==> src/awt_defs.vh <==
// Constants for the waveform timer core: register offsets, field positions,
// reset values, mode codes and source selections.
// Assumes inclusion by bare name from the design file.
`ifndef AWT_DEFS_VH
`define AWT_DEFS_VH

// Register offsets on the 5-bit register port.
`define AWT_OFF_CTRL_A 5'h00
`define AWT_OFF_STATUS 5'h01
`define AWT_OFF_CMD 5'h02
`define AWT_OFF_A_SET 5'h03
`define AWT_OFF_A_CLR 5'h04
`define AWT_OFF_B_SET 5'h05
`define AWT_OFF_B_CLR 5'h06
`define AWT_OFF_DLY_CTRL 5'h07
`define AWT_OFF_DLY_VAL 5'h08
`define AWT_OFF_CAPT_A 5'h09
`define AWT_OFF_CAPT_B 5'h0a
`define AWT_OFF_CTRL_B 5'h0b
`define AWT_OFF_IRQ_EN 5'h0c
`define AWT_OFF_IRQ_FLAG 5'h0d

// Control register A fields.
`define AWT_A_ENABLE 0
`define AWT_A_SRC_LO 2
`define AWT_A_CDIV_LO 4
`define AWT_A_WAVE_LO 6
`define AWT_A_SDIV_LO 8
`define AWT_CTRL_A_RST 16'h0000
`define AWT_CTRL_A_MASK 16'h03fd

// Command strobe bits.
`define AWT_CMD_UPD_EOC 0
`define AWT_CMD_UPD_NOW 1
`define AWT_CMD_RESTART 2
`define AWT_CMD_CAPT_A 3
`define AWT_CMD_CAPT_B 4
`define AWT_CMD_STOP_EOC 5

// Delay control fields: divider select and delayed event enable.
`define AWT_DLY_DIV_LO 0
`define AWT_DLY_EN 2

// Source selections and waveform shapes.
`define AWT_SRC_RC 2'h0
`define AWT_SRC_EXT 2'h1
`define AWT_SRC_SYS 2'h2
`define AWT_WAVE_ONE 2'h0
`define AWT_WAVE_TWO 2'h1
`define AWT_WAVE_FOUR 2'h2
`define AWT_WAVE_DUAL 2'h3

`define AWT_CMP_RST 12'h000
`endif

==> src/awt_timer_core.v <==
// Twelve-bit waveform timer with a register port, command handshakes,
// three prescalers and four waveform shapes driving two power-stage outputs.
// Assumes one clock mclk; the RC and external clock sources arrive as pins.
//
// Added by the designer: the strobed register port and the register offsets.
`include "awt_defs.vh"

// Summary of operation
// - Enable cleared stops core at transfer.
// - Stop strobe disables at cycle end.
// - Control A fields locked while enabled.
// - Enable change accepted only when ready.
// - Commands transfer only enabled and idle.
// - Command bits self-clear once executed.
// - Update at cycle end or immediately.
// - Restart returns counter to cycle start.
// - Software captures counter into A or B.
// - Buffered writes need ready while enabled; copied on update.
// - Static registers ignore writes while enabled.
// - Status, capture, flag registers need no handshake.
// - Three sources; counter division is product.
// - Separate faster synchroniser clock for transfers.
// - Independent delay prescaler for delayed event.
// - Four states: dead A, on A, dead B, on B.
// - Waveform field picks one of four shapes.
// - One ramp counts to B-clear, restarts zero.
// - Source select: RC oscillator, external, system.
// - Two ramp: to A-clear, then B-clear.
// - Four ramp: one ramp to each compare.
// - Dual slope: down from B-clear and up.
module awt_timer_core (
  input wire mclk,
  input wire sys_rst,
  input wire internal_rc_osc,
  input wire ext_clk_in,
  input wire [4:0] reg_addr,
  input wire [15:0] reg_wdata,
  input wire reg_wr,
  input wire reg_rd,
  output reg [15:0] reg_rdata,
  output reg wave_out_a,
  output reg wave_out_b,
  output reg [3:0] cycle_state,
  output reg delayed_event
);

  // ----------------------------------------------------------------------
  // Helpers
  // ----------------------------------------------------------------------
  // A divider by 1, 2, 4 or 8 fires when the low sel bits of its count are all set.
  function div_hit;
    input [2:0] cnt;
    input [1:0] sel;
    begin
      case (sel)
        2'h0: div_hit = 1'b1;
        2'h1: div_hit = cnt[0];
        2'h2: div_hit = &cnt[1:0];
        default: div_hit = &cnt[2:0];
      endcase
    end
  endfunction

  localparam ST_DEAD_A = 4'h1;
  localparam ST_ON_A = 4'h2;
  localparam ST_DEAD_B = 4'h4;
  localparam ST_ON_B = 4'h8;

  // ----------------------------------------------------------------------
  // Software-side registers
  // ----------------------------------------------------------------------
  reg [15:0] control_reg_a;
  reg [15:0] control_reg_b;
  reg [11:0] a_set_point;
  reg [11:0] a_clear_point;
  reg [11:0] b_set_point;
  reg [11:0] b_clear_point;
  reg [2:0] delay_control_reg;
  reg [11:0] delay_value_reg;
  reg [7:0] irq_enable_reg;
  reg irq_flag_cycle;
  reg [5:0] cmd_pend;
  reg en_pend;
  reg buf_pend;
  reg [11:0] capture_reg_a;
  reg [11:0] capture_reg_b;

  // ----------------------------------------------------------------------
  // Core-side state
  // ----------------------------------------------------------------------
  reg core_en;
  reg en_ack;
  reg cmd_busy;
  reg upd_eoc;
  reg stop_eoc;
  reg [5:0] cmd_clr;
  reg stop_done;
  reg [11:0] cnt;
  reg count_down;
  reg [3:0] state;
  reg [11:0] c_aset;
  reg [11:0] c_aclr;
  reg [11:0] c_bset;
  reg [11:0] c_bclr;
  reg [2:0] c_dly;
  reg [11:0] c_delay_value_reg;
  reg [11:0] dly_cnt;
  reg dly_run;
  reg eoc;

  wire enable_ready_flag = ~en_pend;
  wire command_ready_flag = ~(|cmd_pend) & ~buf_pend & ~cmd_busy;
  wire enabled = control_reg_a[`AWT_A_ENABLE] | core_en;
  wire [1:0] source_clock_sel = control_reg_a[`AWT_A_SRC_LO+1:`AWT_A_SRC_LO];
  wire [1:0] counter_clock_divider = control_reg_a[`AWT_A_CDIV_LO+1:`AWT_A_CDIV_LO];
  wire [1:0] waveform_shape_sel = control_reg_a[`AWT_A_WAVE_LO+1:`AWT_A_WAVE_LO];
  wire [1:0] sync_clock_divider = control_reg_a[`AWT_A_SDIV_LO+1:`AWT_A_SDIV_LO];

  // ----------------------------------------------------------------------
  // Clock sources and prescalers
  // ----------------------------------------------------------------------
  reg [2:0] rc_sync;
  reg [2:0] ext_sync;
  reg [2:0] sync_div;
  reg [2:0] cnt_div;
  reg [2:0] dly_div;
  wire rc_rise = rc_sync[1] & ~rc_sync[2];
  wire ext_rise = ext_sync[1] & ~ext_sync[2];
  reg src_tick;

  always @* begin
    case (source_clock_sel)
      `AWT_SRC_RC: src_tick = rc_rise;
      `AWT_SRC_EXT: src_tick = ext_rise;
      `AWT_SRC_SYS: src_tick = 1'b1;
      default: src_tick = 1'b0;
    endcase
  end

  // Transfers run on the synchroniser tick, ahead of the slower counter tick.
  wire sync_tick = src_tick & div_hit(sync_div, sync_clock_divider);
  wire cnt_tick = sync_tick & div_hit(cnt_div, counter_clock_divider);
  wire dly_tick = sync_tick & div_hit(dly_div, c_dly[1:0]);

  always @(posedge mclk) begin
    if (sys_rst) begin
      rc_sync <= 3'h0;
      ext_sync <= 3'h0;
      sync_div <= 3'h0;
      cnt_div <= 3'h0;
      dly_div <= 3'h0;
    end else begin
      rc_sync <= {rc_sync[1:0], internal_rc_osc};
      ext_sync <= {ext_sync[1:0], ext_clk_in};
      if (src_tick)
        sync_div <= sync_div + 3'h1;
      if (sync_tick)
        cnt_div <= cnt_div + 3'h1;
      if (sync_tick)
        dly_div <= dly_div + 3'h1;
    end
  end

  // ----------------------------------------------------------------------
  // Register port
  // ----------------------------------------------------------------------
  wire wr_ctrl_a = reg_wr & (reg_addr == `AWT_OFF_CTRL_A);
  wire en_bit = reg_wdata[`AWT_A_ENABLE];
  // Buffered registers are open while disabled, or while enabled and idle.
  wire buf_open = ~enabled | command_ready_flag;
  wire en_xfer_done = en_ack & sync_tick;

  always @(posedge mclk) begin
    if (sys_rst) begin
      control_reg_a <= `AWT_CTRL_A_RST;
      control_reg_b <= 16'h0000;
      a_set_point <= `AWT_CMP_RST;
      a_clear_point <= `AWT_CMP_RST;
      b_set_point <= `AWT_CMP_RST;
      b_clear_point <= `AWT_CMP_RST;
      delay_control_reg <= 3'h0;
      delay_value_reg <= 12'h000;
      irq_enable_reg <= 8'h00;
      irq_flag_cycle <= 1'b0;
      cmd_pend <= 6'h00;
      en_pend <= 1'b0;
      buf_pend <= 1'b0;
    end else begin
      if (stop_done)
        control_reg_a[`AWT_A_ENABLE] <= 1'b0;
      if (wr_ctrl_a && enable_ready_flag) begin
        if (!enabled)
          control_reg_a <= reg_wdata & `AWT_CTRL_A_MASK;
        else
          control_reg_a[`AWT_A_ENABLE] <= en_bit;
        if (en_bit != control_reg_a[`AWT_A_ENABLE])
          en_pend <= 1'b1;
      end else if (en_xfer_done) begin
        en_pend <= 1'b0;
      end
      if (reg_wr && !enabled && reg_addr == `AWT_OFF_CTRL_B)
        control_reg_b <= reg_wdata;
      if (reg_wr && reg_addr == `AWT_OFF_IRQ_EN)
        irq_enable_reg <= reg_wdata[7:0];
      // A cycle end in the same cycle as the clearing write wins.
      if (core_en && cnt_tick && eoc)
        irq_flag_cycle <= 1'b1;
      else if (reg_wr && reg_addr == `AWT_OFF_IRQ_FLAG && reg_wdata[0])
        irq_flag_cycle <= 1'b0;
      if (reg_wr && buf_open) begin
        case (reg_addr)
          `AWT_OFF_A_SET: a_set_point <= reg_wdata[11:0];
          `AWT_OFF_A_CLR: a_clear_point <= reg_wdata[11:0];
          `AWT_OFF_B_SET: b_set_point <= reg_wdata[11:0];
          `AWT_OFF_B_CLR: b_clear_point <= reg_wdata[11:0];
          `AWT_OFF_DLY_CTRL: delay_control_reg <= reg_wdata[2:0];
          `AWT_OFF_DLY_VAL: delay_value_reg <= reg_wdata[11:0];
          default: ;
        endcase
      end
      if (reg_wr && enabled && command_ready_flag && reg_addr >= `AWT_OFF_A_SET &&
          reg_addr <= `AWT_OFF_DLY_VAL)
        buf_pend <= 1'b1;
      else if (sync_tick)
        buf_pend <= 1'b0;
      if (reg_wr && reg_addr == `AWT_OFF_CMD && command_ready_flag)
        cmd_pend <= reg_wdata[5:0];
      else
        cmd_pend <= cmd_pend & ~cmd_clr;
    end
  end

  always @(posedge mclk) begin
    if (sys_rst) begin
      reg_rdata <= 16'h0000;
    end else if (reg_rd) begin
      case (reg_addr)
        `AWT_OFF_CTRL_A: reg_rdata <= control_reg_a;
        `AWT_OFF_STATUS: reg_rdata <= {14'h0000, command_ready_flag, enable_ready_flag};
        `AWT_OFF_CMD: reg_rdata <= {10'h000, cmd_pend};
        `AWT_OFF_A_SET: reg_rdata <= {4'h0, a_set_point};
        `AWT_OFF_A_CLR: reg_rdata <= {4'h0, a_clear_point};
        `AWT_OFF_B_SET: reg_rdata <= {4'h0, b_set_point};
        `AWT_OFF_B_CLR: reg_rdata <= {4'h0, b_clear_point};
        `AWT_OFF_DLY_CTRL: reg_rdata <= {13'h0000, delay_control_reg};
        `AWT_OFF_DLY_VAL: reg_rdata <= {4'h0, delay_value_reg};
        `AWT_OFF_CAPT_A: reg_rdata <= {4'h0, capture_reg_a};
        `AWT_OFF_CAPT_B: reg_rdata <= {4'h0, capture_reg_b};
        `AWT_OFF_CTRL_B: reg_rdata <= control_reg_b;
        `AWT_OFF_IRQ_EN: reg_rdata <= {8'h00, irq_enable_reg};
        `AWT_OFF_IRQ_FLAG: reg_rdata <= {15'h0000, irq_flag_cycle};
        default: reg_rdata <= 16'h0000;
      endcase
    end
  end

  // ----------------------------------------------------------------------
  // Counter sequencing per waveform shape
  // ----------------------------------------------------------------------
  reg [11:0] next_cnt;
  reg [3:0] next_state;
  reg next_down;
  reg set_a, clr_a, set_b, clr_b;
  reg [11:0] top;

  always @* begin
    next_cnt = cnt + 12'h001;
    next_state = state;
    next_down = count_down;
    eoc = 1'b0;
    set_a = 1'b0;
    clr_a = 1'b0;
    set_b = 1'b0;
    clr_b = 1'b0;
    top = c_bclr;
    case (waveform_shape_sel)
      `AWT_WAVE_ONE: begin
        set_a = (cnt == c_aset);
        clr_a = (cnt == c_aclr);
        set_b = (cnt == c_bset);
        clr_b = (cnt == c_bclr);
        if (cnt == c_bclr) begin
          next_cnt = 12'h000;
          eoc = 1'b1;
        end
        if (clr_b || cnt < c_aset)
          next_state = ST_DEAD_A;
        else if (cnt < c_aclr)
          next_state = ST_ON_A;
        else if (cnt < c_bset)
          next_state = ST_DEAD_B;
        else
          next_state = ST_ON_B;
      end
      `AWT_WAVE_TWO: begin
        top = state[0] | state[1] ? c_aclr : c_bclr;
        if (state[0] | state[1]) begin
          set_a = (cnt == c_aset);
          clr_a = (cnt == c_aclr);
          next_state = set_a ? ST_ON_A : state;
        end else begin
          set_b = (cnt == c_bset);
          clr_b = (cnt == c_bclr);
          next_state = set_b ? ST_ON_B : state;
        end
        if (cnt == top) begin
          next_cnt = 12'h000;
          eoc = state[2] | state[3];
          next_state = eoc ? ST_DEAD_A : ST_DEAD_B;
        end
      end
      `AWT_WAVE_FOUR: begin
        case (state)
          ST_DEAD_A: top = c_aset;
          ST_ON_A: top = c_aclr;
          ST_DEAD_B: top = c_bset;
          default: top = c_bclr;
        endcase
        if (cnt == top) begin
          next_cnt = 12'h000;
          set_a = state[0];
          clr_a = state[1];
          set_b = state[2];
          clr_b = state[3];
          eoc = state[3];
          next_state = state[3] ? ST_DEAD_A : {state[2:0], 1'b0};
        end
      end
      default: begin
        // Zero and top are each held for two ticks, so a cycle is twice top plus two.
        if (count_down) begin
          next_cnt = cnt - 12'h001;
          clr_a = (cnt == c_aset);
          set_b = (cnt == c_bset);
          if (cnt == 12'h000) begin
            next_cnt = 12'h000;
            next_down = 1'b0;
          end
        end else begin
          set_a = (cnt == c_aset);
          clr_b = (cnt == c_bset);
          if (cnt == c_bclr) begin
            next_cnt = cnt;
            next_down = 1'b1;
            eoc = 1'b1;
          end
        end
        if (set_a)
          next_state = ST_ON_A;
        else if (clr_a)
          next_state = ST_DEAD_B;
        else if (set_b)
          next_state = ST_ON_B;
        else if (clr_b)
          next_state = ST_DEAD_A;
      end
    endcase
  end

  // ----------------------------------------------------------------------
  // Core: enable transfer, commands, counter and outputs
  // ----------------------------------------------------------------------
  wire cmd_take = sync_tick & core_en & (|cmd_pend) & ~cmd_busy;
  wire restart_now = cmd_take & cmd_pend[`AWT_CMD_RESTART];
  wire cycle_end = core_en & cnt_tick & eoc;
  wire [11:0] start_cnt = (waveform_shape_sel == `AWT_WAVE_DUAL) ? c_bclr : 12'h000;

  always @(posedge mclk) begin
    if (sys_rst) begin
      core_en <= 1'b0;
      en_ack <= 1'b0;
      cmd_busy <= 1'b0;
      upd_eoc <= 1'b0;
      stop_eoc <= 1'b0;
      cmd_clr <= 6'h00;
      stop_done <= 1'b0;
      cnt <= 12'h000;
      count_down <= 1'b0;
      state <= ST_DEAD_A;
      c_aset <= `AWT_CMP_RST;
      c_aclr <= `AWT_CMP_RST;
      c_bset <= `AWT_CMP_RST;
      c_bclr <= `AWT_CMP_RST;
      c_dly <= 3'h0;
      c_delay_value_reg <= 12'h000;
      capture_reg_a <= 12'h000;
      capture_reg_b <= 12'h000;
      wave_out_a <= 1'b0;
      wave_out_b <= 1'b0;
      cycle_state <= ST_DEAD_A;
    end else begin
      cmd_clr <= 6'h00;
      stop_done <= 1'b0;
      if (en_xfer_done)
        en_ack <= 1'b0;
      if (sync_tick && en_pend && !en_ack) begin
        en_ack <= 1'b1;
        core_en <= control_reg_a[`AWT_A_ENABLE];
        if (control_reg_a[`AWT_A_ENABLE]) begin
          c_aset <= a_set_point;
          c_aclr <= a_clear_point;
          c_bset <= b_set_point;
          c_bclr <= b_clear_point;
          c_dly <= delay_control_reg;
          c_delay_value_reg <= delay_value_reg;
          cnt <= (waveform_shape_sel == `AWT_WAVE_DUAL) ? b_clear_point : 12'h000;
          count_down <= 1'b1;
          state <= ST_DEAD_A;
        end else begin
          wave_out_a <= 1'b0;
          wave_out_b <= 1'b0;
          upd_eoc <= 1'b0;
          stop_eoc <= 1'b0;
          cmd_busy <= 1'b0;
          cmd_clr <= cmd_pend;
        end
      end else if (core_en) begin
        if (cmd_take) begin
          cmd_busy <= cmd_pend[`AWT_CMD_UPD_EOC] | cmd_pend[`AWT_CMD_STOP_EOC];
          upd_eoc <= cmd_pend[`AWT_CMD_UPD_EOC];
          stop_eoc <= cmd_pend[`AWT_CMD_STOP_EOC];
          cmd_clr <= cmd_pend & 6'h1e;
          if (cmd_pend[`AWT_CMD_CAPT_A])
            capture_reg_a <= cnt;
          if (cmd_pend[`AWT_CMD_CAPT_B])
            capture_reg_b <= cnt;
        end
        if ((cmd_take && cmd_pend[`AWT_CMD_UPD_NOW]) || (cycle_end && upd_eoc)) begin
          c_aset <= a_set_point;
          c_aclr <= a_clear_point;
          c_bset <= b_set_point;
          c_bclr <= b_clear_point;
          c_dly <= delay_control_reg;
          c_delay_value_reg <= delay_value_reg;
        end
        if (cycle_end && cmd_busy) begin
          cmd_busy <= 1'b0;
          upd_eoc <= 1'b0;
          stop_eoc <= 1'b0;
          cmd_clr <= {stop_eoc, 4'h0, upd_eoc};
        end
        if (cycle_end && stop_eoc) begin
          core_en <= 1'b0;
          stop_done <= 1'b1;
          wave_out_a <= 1'b0;
          wave_out_b <= 1'b0;
        end else if (restart_now) begin
          cnt <= start_cnt;
          count_down <= 1'b1;
          state <= ST_DEAD_A;
        end else if (cnt_tick) begin
          cnt <= next_cnt;
          count_down <= next_down;
          state <= next_state;
          if (set_a)
            wave_out_a <= 1'b1;
          else if (clr_a)
            wave_out_a <= 1'b0;
          if (set_b)
            wave_out_b <= 1'b1;
          else if (clr_b)
            wave_out_b <= 1'b0;
        end
      end
      cycle_state <= state;
    end
  end

  // ----------------------------------------------------------------------
  // Delayed event output
  // ----------------------------------------------------------------------
  // The delay counter restarts at every cycle end and fires at most once per cycle.
  always @(posedge mclk) begin
    if (sys_rst) begin
      dly_cnt <= 12'h000;
      dly_run <= 1'b0;
      delayed_event <= 1'b0;
    end else begin
      delayed_event <= 1'b0;
      if (!core_en || !c_dly[`AWT_DLY_EN]) begin
        dly_run <= 1'b0;
      end else if (cycle_end) begin
        dly_cnt <= 12'h000;
        dly_run <= 1'b1;
      end else if (dly_run && dly_tick) begin
        if (dly_cnt == c_delay_value_reg) begin
          dly_run <= 1'b0;
          delayed_event <= 1'b1;
        end else begin
          dly_cnt <= dly_cnt + 12'h001;
        end
      end
    end
  end

endmodule // awt_timer_core

==> config.mk <==
export PLATFORM = sky130hd
export DESIGN_NAME = awt_timer_core
export DESIGN_NICKNAME = d
export VERILOG_FILES = /design/src/awt_timer_core.v
export VERILOG_INCLUDE_DIRS = /design/src
export SDC_FILE = /design/constraint.sdc
export NUM_CORES = 1
export LEC_CHECK = 0
export BUFFER_PORTS_ARGS = -buffer_cell sky130_fd_sc_hd__buf_2
export CAP_MARGIN = 20
export CORE_ASPECT_RATIO = 0.7
export CORE_UTILIZATION = 30
export CTS_BUF_LIST = sky130_fd_sc_hd__clkbuf_8
export DETAILED_ROUTE_END_ITERATION = 6
export RECOVER_POWER = 50
export SYNTH_ARGS = -nofsm -noshare
export SYNTH_HDL_FRONTEND = slang
export SYNTH_SLANG_ARGS = --single-unit
==> constraint.sdc <==
create_clock -name mclk -period 3.6 [get_ports mclk]
set_input_delay 0.54 -clock mclk [delete_from_list [all_inputs] [get_ports mclk]]
set_output_delay 0.54 -clock mclk [all_outputs]
set_load 0.02 [all_outputs]
==> impl_metrics.tcl <==
set metrics [dict create \
    synth_ff_type "dfxtp_1" \
    cp.arrival_ns 4.06 \
    dp_hpwl_microns 42110 \
    design_area_sq_um 16280 \
    synthTopCellsByCount "dfxtp_1, nand2_1, a21oi_1" \
    cap_violations 0 \
    crit_fanout 18 \
    synth_largest_area_cell "dfxtp_1" \
    synthesis.area_sq_um 14140 \
    antenna_found_initial 2 \
    tightestPinTransition_ns 1.204 \
    max_freq_mhz 277.7 \
    start_util 0.3041 \
    r2r_end "state[2]" \
    critPathLaunch "state[1]" \
    slowest_delay_ns 0.53 \
    rrSetupSlack_ns -0.001 \
    worstPathRequired_ns 4.06 \
    skew_ns 0.02393 \
    viasPerCell 5.805 \
    cp_num_buf_inv 1 \
    cpMaxStageDelayCell "or3_1" \
    setup_ws_ns -0.0009699 \
    syn_nets 1883 \
    instances_no_fill 2507 \
    drtPass1Iterations 6 \
    clk_latency_ns 0.59 \
    cts_made_buffers 43 \
    hp-start "ext_clk_in" \
    criticalPathCategory "flip-flop to flip-flop" \
    fp.dieW_microns 261.5 \
    drc 0 \
    die_h_microns 183.6 \
    synthArstFlopShare 0 \
    postSynthAreaPerCell_sq_um 7.807 \
    yosys_warnings 0 \
    slew_viol_final 0 \
    synth.area.top_cells "dfxtp_1, a21oi_1, nand2_1, nand3_1, ha_1" \
    num_vias 14552 \
    whs_endpoint "ext_sync[0]" \
    die_area_sq_um 48010 \
    top_regs "control_reg_b (16), reg_rdata (16)" \
    wl_per_cell_microns 23.00 \
    placed_area_sq_um 15420 \
    grt_pass1_wl_microns 85660 \
    path_delay_family "compound AO/OA/AOI/OAI gates" \
    finalNetCount 1936 \
    reg2reg_from "state[1]" \
    yosysSeqAreaShare 0.3851 \
    n_antenna_cell 0 \
    ant_nets 0 \
    dp.cells 2426 \
    clock_sinks 272 \
    yosysMostFrequentCell "dfxtp_1" \
    violations "negative setup slack" \
    ir_drop_v 0.0002312 \
    cts_root_buf "clkbuf_8" \
    drt-total-wl_microns 57670 \
    coreArea_sq_um 46490 \
    cts_buffer_depth 3 \
    clk_pin_slew_ns 0.07 \
    crit_path_end_kind "flip-flop" \
    period_minus_slack_ns 3.601 \
    syn-instance-count 1811 \
    outcome "complete, but fails checks" \
    p_leak_nw 5.755 \
    ys_ff_latch 272 \
    syn_to_final_growth_pct 15.13 \
    place_congestion 0.9679 \
    finalHoldViolCount 0 \
    rows 66 \
    synth_cell_types 78 \
    p_per_area_nw_per_um2 369.2 \
    globalRouteTotalUtil 0.2374 \
    io_pins 50 \
    finalCritPeriodShare 1.000 \
    start_kind "flip-flop" \
    cts_tree "yes" \
    overflow 0 \
    drt_iter0_drc 1855 \
    hold_depth 2 \
    final-setup-viol-count 1 \
    synth-edff-count 0 \
    grt_pass1_vias 13393 \
    reg2regPathDepth 10 \
    tns_ns -0.0009699 \
    hold_buffers 0 \
    relSlewSlack 0.1909 \
    portBuffers 49 \
    ctsHtreeMaxLevel 2 \
    grt_max_degree 161 \
    yosysTopAreaCellShare 0.3851 \
    drive_above_1_share 0.1077 \
    holdCritPathClass "input pin to flip-flop" \
    crit_path_cell_trace "buf_12, o21ai_2, o311ai_2, a221o_1, a32oi_1, nand4_1, or3_1, o2bb2ai_1, a21oi_2, mux2_1" \
]
repair_timing:
| item | in CTS | in global routing |
|---|---|---|
| endpoints found under the hold margin | 0 | 0 |
| endpoints found under the setup margin | 1 | 88 |
| pin swaps | 1 | 4 |
| resized for setup | 0 | 7 |
| setup buffers | 2 | 1 |
| gates cloned | 0 | 1 |
cell families after synthesis:
kind of cell               after synthesis  share of synthesized area
and+or+nand+nor                        671                     0.2251
AOI/OAI and AO/OA                      560                     0.2526
DFF                                    272                     0.3851
buffers and inverters                  195                    0.05372
xor gates and xnor gates                54                    0.03345
adders and majority gates               45                    0.03982
muxes                                   14                    0.01018
worst max-delay path by stage:
stage | endpoint | slack (ns) | depth (start not counted)
after floorplan | state[0] | 0.54 | 11
after global placement | cnt[6] | 0.003 | 9
after detailed placement | cnt[6] | 0.02 | 9
after CTS | state[2] | 0.08 | 10
after global routing | cmd_busy | -0.004 | 11
final | state[2] | -0.001 | 10
where the power goes:
part	switching (W)	total [W]	internal, W
registers	0.0000162	0.00304	0.00302
clock network	0.00130	0.00276	0.00146
logic	0.000165	0.000209	0.0000445
total	0.00148	0.00601	0.00453
per-layer routing:
layer  vias up  routed length [microns]  global-route usage
met2       789                    22330              0.3188
met3       106                     7784             0.07486
met4         0                     1403             0.06279
met5         -                        0                   0
met1      7011                    26150              0.3554
li1       6646                        -                   -
final cells by class:
cell class | count | area (sq um)
Sequential cell | 272 | 5448
Timing Repair Buffer | 149 | 980.9
Clock buffer | 56 | 770.7
Tap cell | 612 | 765.7
Clock inverter | 20 | 116.4
Multi-Input combinational cell | 1345 | 7998
Inverter | 53 | 198.9
Fill cell | 4908 | 30210
worst reg2reg max path: cells and delay by family (launching register included):
family,cells,cell delay [ns]
compound gates,6,1.74
simple gates,2,0.81
mux,1,0.38
flops,1,0.37
buf+inv,1,0.18
cells in the final DEF (no fill, tap or decap), drive strengths merged, types with 7 or more instances in the layout:
cell type / netlist / routed
dfxtp: 272 / 272
or2: 7 / 7
a222oi: 20 / 20
a221o: 7 / 7
a22o: 20 / 20
inv: 51 / 64
o21ai: 97 / 97
nand4: 34 / 34
ha: 45 / 45
nor4: 7 / 7
nor2: 87 / 87
xnor2: 37 / 37
or3: 12 / 12
and3: 14 / 14
nand2: 270 / 270
nand2b: 8 / 8
and2: 11 / 11
a211oi: 16 / 16
o211ai: 10 / 10
clkbuf: 124 / 96
nand3: 130 / 130
nor3: 36 / 36
nor2b: 24 / 24
a31oi: 8 / 8
a221oi: 14 / 14
buf: 18 / 109
a21o: 18 / 18
xor2: 17 / 17
mux2i: 11 / 11
a22oi: 45 / 45
a21oi: 249 / 249
per-stage QoR:
step / worst slack (ns) / total power (W) / util / hold slack [ns]
4_1_cts: 0.08467 / 0.006047 / 0.3511 / 0.1653
6_report: -0.0009699 / 0.006009 / 0.3501 / 0.1913
2_1_floorplan: 0.5410 / 0.003219 / - / 0.4138
5_1_grt: -0.003957 / 0.006218 / 0.3501 / 0.1770
3_3_place_gp: 0.002596 / 0.003310 / 0.3317 / 0.4388
3_5_place_dp: 0.02332 / 0.003312 / 0.3317 / 0.4284
Power figures use the tool's default switching activity.
